## config.mk

```make
export PLATFORM = sky130hd
export DESIGN_NAME = sld_device_flat
export DESIGN_NICKNAME = d
export VERILOG_FILES = /design/src/sld_pkg.sv /design/src/sld_link_if.sv /design/src/sld_device.sv /design/src/sld_sync.sv /design/src/flat_wrapper.sv
export SDC_FILE = /design/constraint.sdc
export NUM_CORES = 1
export LEC_CHECK = 0
export ABC_AREA = 1
export ABC_CLOCK_PERIOD_IN_PS = 1300
export BUFFER_PORTS_ARGS = -buffer_cell sky130_fd_sc_hd__buf_2
export CORE_MARGIN = 2
export CORE_UTILIZATION = 56
export CTS_CLUSTER_DIAMETER = 120
export DETAILED_ROUTE_END_ITERATION = 10
export GPL_TIMING_DRIVEN = 0
export PLACE_DENSITY = 0.78
export SLEW_MARGIN = 20
export SYNTH_ARGS = -nofsm -noshare
export SYNTH_HDL_FRONTEND = slang
export SYNTH_SLANG_ARGS = --single-unit
```

## constraint.sdc

```tcl
create_clock -name i_mclk -period 1.3 [get_ports i_mclk]
set_input_delay 0.065 -clock i_mclk [delete_from_list [all_inputs] [get_ports i_mclk]]
set_output_delay 0.065 -clock i_mclk [all_outputs]
set_load 0.03 [all_outputs]
```

## src/sld_pkg.sv

```systemverilog
/*
  constants for the serial led segment latch driver link: frame shape, timing counts.
  assumes a 50 MHz system clock on both ends.
*/
`default_nettype none
// Summary of operation
// - host drives clock, data and gate lines
// - frame is lead one then 35 bits
// - latch data only after 36th bit
// - latch pulse on clock-high after 36th bit
// - clear pulse on following clock-low phase
// - clear spares first stage master, back-to-back
// - host always sends full 36 clocks
// - power-up reset clears chain and latches
// - resume on lead bit with first clock
// - first data bit drives output one
// - latched one turns segment on
// - outputs hold until next latch transfer
// - gate variant: gate replaces 35th output
// - serial clock no faster than 0.5 MHz
package sld_pkg;
  localparam int DATA_BITS = 35;
  localparam int FRAME_BITS = DATA_BITS + 1;
  localparam int SYS_CLK_NS = 20;
  // serial clock half period: 950 ns least, rounded up; 1000 ns keeps 0.5 MHz
  localparam int HALF_PERIOD_NS = 1000;
  localparam int HALF_CYCLES = (HALF_PERIOD_NS + SYS_CLK_NS - 1) / SYS_CLK_NS;
  localparam int CNT_W = 8;
  localparam logic [DATA_BITS-1:0] LATCH_RESET = 35'h0_0000_0000;
endpackage : sld_pkg
`default_nettype wire

```

## src/sld_link_if.sv

```systemverilog
/*
  interface joining the host end and the device end: clock, data, gate.
  assumes both ends share the system clock domain for bench convenience.
*/
`timescale 1ns/1ns
`default_nettype none
interface sld_link_if;
  logic sclk;
  logic sdata;
  logic data_gate_n;
  modport host (output sclk, output sdata, output data_gate_n);
  modport dev (input sclk, input sdata, input data_gate_n);
endinterface : sld_link_if
`default_nettype wire

```

## src/sld_device.sv

```systemverilog
/*
  device end: samples the serial link, shifts 36-bit frames, latches 35 segment outputs.
  assumes the host keeps frame shape and rate; link pins are asynchronous.
*/
`timescale 1ns/1ns
`default_nettype none
module sld_device #(
  parameter bit GATE_VARIANT = 1'b0
) (
  input wire logic i_mclk,
  input wire logic i_rst,
  sld_link_if.dev link,
  output logic [sld_pkg::DATA_BITS-1:0] o_seg
);
  import sld_pkg::*;
  // ****************************************
  // input synchronisers
  // ****************************************
  logic sclk_s;
  logic sdata_s;
  logic gate_n_s;
  sld_sync u_sync_clk (.i_mclk(i_mclk), .i_rst(i_rst), .i_async(link.sclk), .i_init(1'b0), .o_sync(sclk_s));
  sld_sync u_sync_dat (.i_mclk(i_mclk), .i_rst(i_rst), .i_async(link.sdata), .i_init(1'b0), .o_sync(sdata_s));
  sld_sync u_sync_gat (.i_mclk(i_mclk), .i_rst(i_rst), .i_async(link.data_gate_n), .i_init(1'b1),
    .o_sync(gate_n_s));
  // ****************************************
  // shift chain and latches
  // ****************************************
  // the lead one walks down from the top; when it sits in stage 1 the frame is full
  logic [FRAME_BITS-1:0] chain;
  logic [FRAME_BITS-1:0] next_chain;
  logic [DATA_BITS-1:0] next_seg;
  logic sclk_d;
  logic next_sclk_d;
  logic clr_pend;
  logic next_clr_pend;
  logic rise;
  logic fall;
  logic gate_ok;
  always_comb begin
    rise = sclk_s & ~sclk_d;
    fall = ~sclk_s & sclk_d;
    gate_ok = ~GATE_VARIANT | ~gate_n_s;
    next_sclk_d = sclk_s;
    next_chain = chain;
    next_seg = o_seg;
    next_clr_pend = clr_pend;
    if (i_rst) begin
      next_chain = '0;
      next_seg = LATCH_RESET;
      next_clr_pend = 1'b0;
      next_sclk_d = 1'b0;
    end else if (rise && gate_ok) begin
      // shift toward the lead stage; data enters at the top, so bit 1 ends at index 1
      next_chain = {sdata_s, chain[FRAME_BITS-1:1]};
      if (chain[1]) begin
        // lead one sits in stage 1 on the 36th clock: load during clock high
        // bit k waits in stage k+2; the last bit is still on the line
        next_seg = {sdata_s, chain[FRAME_BITS-1:2]};
        if (GATE_VARIANT) begin
          next_seg[DATA_BITS-1] = 1'b0;
        end
        next_chain = '0;
        next_clr_pend = 1'b1;
      end
    end else if (fall && clr_pend) begin
      // clear on clock low; the first stage master is a fresh sample taken next rise
      next_chain = '0;
      next_clr_pend = 1'b0;
    end
  end
  always_ff @(posedge i_mclk) begin
    sclk_d <= next_sclk_d;
    chain <= next_chain;
    o_seg <= next_seg;
    clr_pend <= next_clr_pend;
  end
endmodule : sld_device
`default_nettype wire

```

## src/sld_sync.sv

```systemverilog
/*
  two flop synchroniser for one level input.
  assumes the input is asynchronous to i_mclk.
*/
`timescale 1ns/1ns
`default_nettype none
module sld_sync (
  input wire logic i_mclk,
  input wire logic i_rst,
  input wire logic i_async,
  input wire logic i_init,
  output logic o_sync
);
  logic meta;
  logic next_meta;
  logic next_sync;
  always_comb begin
    next_meta = i_rst ? i_init : i_async;
    next_sync = i_rst ? i_init : meta;
  end
  always_ff @(posedge i_mclk) begin
    meta <= next_meta;
    o_sync <= next_sync;
  end
endmodule : sld_sync
`default_nettype wire

```

## src/flat_wrapper.sv

```systemverilog
// flat-port wrapper written by rule: the top's interface ports become plain ports
module sld_device_flat import sld_pkg::*;
#(
  parameter bit GATE_VARIANT = 1'b0
)
  (i_mclk, i_rst, o_seg, link_sclk, link_sdata, link_data_gate_n);
  sld_link_if link_i ();
  input wire logic i_mclk;
  input wire logic i_rst;
  output logic [sld_pkg::DATA_BITS-1:0] o_seg;
  input wire logic [$bits(link_i.sclk)-1:0] link_sclk;
  input wire logic [$bits(link_i.sdata)-1:0] link_sdata;
  input wire logic [$bits(link_i.data_gate_n)-1:0] link_data_gate_n;
  assign link_i.sclk = link_sclk;
  assign link_i.sdata = link_sdata;
  assign link_i.data_gate_n = link_data_gate_n;
  sld_device #(.GATE_VARIANT(GATE_VARIANT)) u_core (.i_mclk(i_mclk), .i_rst(i_rst), .link(link_i), .o_seg(o_seg));
endmodule
```

==> flow_summary.json <==
{
  "skew_ps": 8.147,
  "dp_hpwl_mm": 4.037,
  "outcome": "finished, final reports clean",
  "die_h_um": 74.86,
  "nNetsFinal": 390,
  "crit_type": "reg2reg",
  "max_freq_mhz": 831.5,
  "cp.required_ps": 1520,
  "grt_use_met2_pct": 34.99,
  "port_buffers": 37,
  "powerDensity_nw_per_um2": 1225,
  "root_buffer": "clkbuf_8",
  "postRouteAntennaNets": 0,
  "clock-sinks": 76,
  "met1_usage_pct": 31.69,
  "initial_utilization_pct": 58.75,
  "synth_seq_cells": 76,
  "fin_crit_ps": 1203,
  "grt_pass1_vias": 2166,
  "wl_mm": 6.178,
  "drt_iter0_markers": 258,
  "drv_slew": 0,
  "cts_max_level": 3,
  "ios": 40,
  "path_clk_slew_ps": 70,
  "finalInstanceArea_um2": 3278,
  "tightest_slew_ps": 461.8,
  "clkLatencyLatePin_ps": 350,
  "relSlewSlack_pct": 69.22,
  "leakage_nw": 1.217,
  "chipWidth_um": 74.86,
  "post-route-period-util_pct": 92.52,
  "syn_inst": 335,
  "ys.warnings.count": 0,
  "arrival_ps": 1420,
  "cts_tree": "done",
  "drc": 0,
  "cap_violations": 0,
  "grt_pass1_wl_mm": 9.949,
  "crit_fanout": 10,
  "vias_per_cell": 5.527,
  "dpl_cell_area_um2": 3080,
  "syn_area_um2": 2811,
  "ir_drop_mv": 0.7193,
  "synth_cell_types": 17,
  "drive_gt1_share_pct": 20.77,
  "avgSynthCellArea_um2": 8.392,
  "fill_cells": 431,
  "grt_antenna_before_repair": 0,
  "core_area_um2": 4786,
  "gp_congestion": 0.7981,
  "top_usage_layer": "met2",
  "global_route.usage.met3_pct": 6.158,
  "grt_max_degree": 12,
  "vias": 2526,
  "n_antenna_cell": 0,
  "worst_setup_path_end_kind": "flip-flop",
  "first_pass_iters": 5,
  "synthToLayoutAreaGrowth_pct": 16.60,
  "routedWlPerCell_um": 13.52,
  "syn_nets": 340,
  "finalHoldViolations": 0,
  "grt_usage_pct": 23.46,
  "min_path_type": "in2reg",
  "grt_overflow_total": 0,
  "die-area_um2": 5603,
  "critPathLaunchType": "flip-flop",
  "seq_area_frac_synth_pct": 54.12,
  "num_rows": 25,
  "cts-buffers-inserted": 9,
  "finalSetupViolCount": 0,
  "clockBufferDepth": 2,
  "fin_util_pct": 68.50
}
Yosys cell counts:
cell	count	area share, %
a21oi_1	71	13
buf_2	12	2.1
buf_4	7	1.9
buf_6	3	1.2
clkbuf_1	9	1.2
clkinv_1	1	0.13
dfxtp_1	76	54
inv_1	4	0.53
inv_2	2	0.27
nand2_1	35	4.7
nand2_2	1	0.22
nand2_4	1	0.40
nand3_1	105	19
nand3_2	1	0.36
nor2_1	5	0.67
nor2_8	1	0.71
o21ai_0	1	0.18
sequential cells by signal, summed over array words and instances, names as in the netlist:
signal,count
u_core.chain,35
u_core.clr_pend,1
u_core.u_sync_clk.o_sync,1
u_core.u_sync_clk.meta,1
u_core.sclk_d,1
u_core.u_sync_dat.meta,1
u_core.o_seg,35
u_core.u_sync_dat.o_sync,1
stage by stage:
step | setup TNS (ps) | worst slack (ps) | power (mW) | hold slack, ps | std cells
4_1_cts | 0 | 56.68 | 4.019 | 78.22 | 457
3_5_place_dp | 0 | 68.35 | 2.506 | 271.1 | 439
5_1_grt | -9.462 | -4.338 | 4.115 | 127.2 | 457
6_report | 0 | 97.30 | 4.017 | 76.67 | 457
3_3_place_gp | 0 | 111.0 | 2.505 | 263.2 | 439
2_1_floorplan | 0 | 249.0 | 2.475 | 172.0 | 335
cell families after synthesis:
group                  synth area share [%]
flip-flops                            54.12
buffers and inverters                 7.343
AO/OA/AOI/OAI                         12.82
AND/OR/NAND/NOR                       25.72
power breakdown:
part / internal, mW / switching, mW / total (mW)
sequential: 2.33 / 0.00525 / 2.34
clock: 0.743 / 0.813 / 1.56
combinational: 0.0351 / 0.0871 / 0.122
total: 3.11 / 0.906 / 4.02
critical path: stages (launching register included):
cell	delay, ps
dfxtp_1	380
inv_2	90
nor2_8	150
nand2_4	120
buf_4	190
nand2_1	70
a21oi_1	60
routing by layer:
| layer | part of all wire, % | vias up |
|---|---|---|
| li1 | - | 1256 |
| met1 | 45 | 1166 |
| met2 | 46 | 92 |
| met3 | 7.4 | 12 |
| met4 | 1.5 | 0 |
| met5 | 0 | - |
layout make-up:
type / count / area (um2) / share of cell area [%]
flip-flops and latches: 76 / 1523 / 46.45
repair buffers: 39 / 205.2 / 6.260
clock buffers: 14 / 152.6 / 4.656
well taps: 67 / 83.83 / 2.557
plain buffers: 31 / 193.9 / 5.916
clock inverters: 2 / 10.01 / 0.3053
multi-input cells: 221 / 1084 / 33.05
inverters: 7 / 26.28 / 0.8015
cells in the final DEF (no fill, tap or decap), types with 2 or more instances in the layout:
| cell | instances |
|---|---|
| clkbuf_8 | 10 |
| buf_6 | 3 |
| clkbuf_2 | 3 |
| inv_1 | 4 |
| nand3_1 | 105 |
| inv_2 | 2 |
| dlygate4sd3_1 | 2 |
| nand2_1 | 35 |
| buf_4 | 7 |
| a21oi_1 | 71 |
| clkbuf_1 | 10 |
| clkbuf_4 | 4 |
| clkinv_2 | 2 |
| nor2_1 | 5 |
| buf_2 | 45 |
| dfxtp_1 | 75 |
final timing paths:
path	to	start	slack (ps)	depth (start not counted)
max reg2reg	u_core.o_seg[31]	u_core.u_sync_clk.o_sync	100	6
max	u_core.o_seg[31]	u_core.u_sync_clk.o_sync	100	6
min	u_core.u_sync_clk.meta	i_rst	80	2
min reg2reg	u_core.u_sync_clk.o_sync	u_core.u_sync_clk.meta	410	2
repair_timing:
item,in CTS,in global routing
resized for setup,0,11
endpoints found under the hold margin,2,0
setup endpoints to repair,0,18
hold buffers,2,0
buffers inserted,0,0
Note: power is estimated with default switching activity, not from simulation.
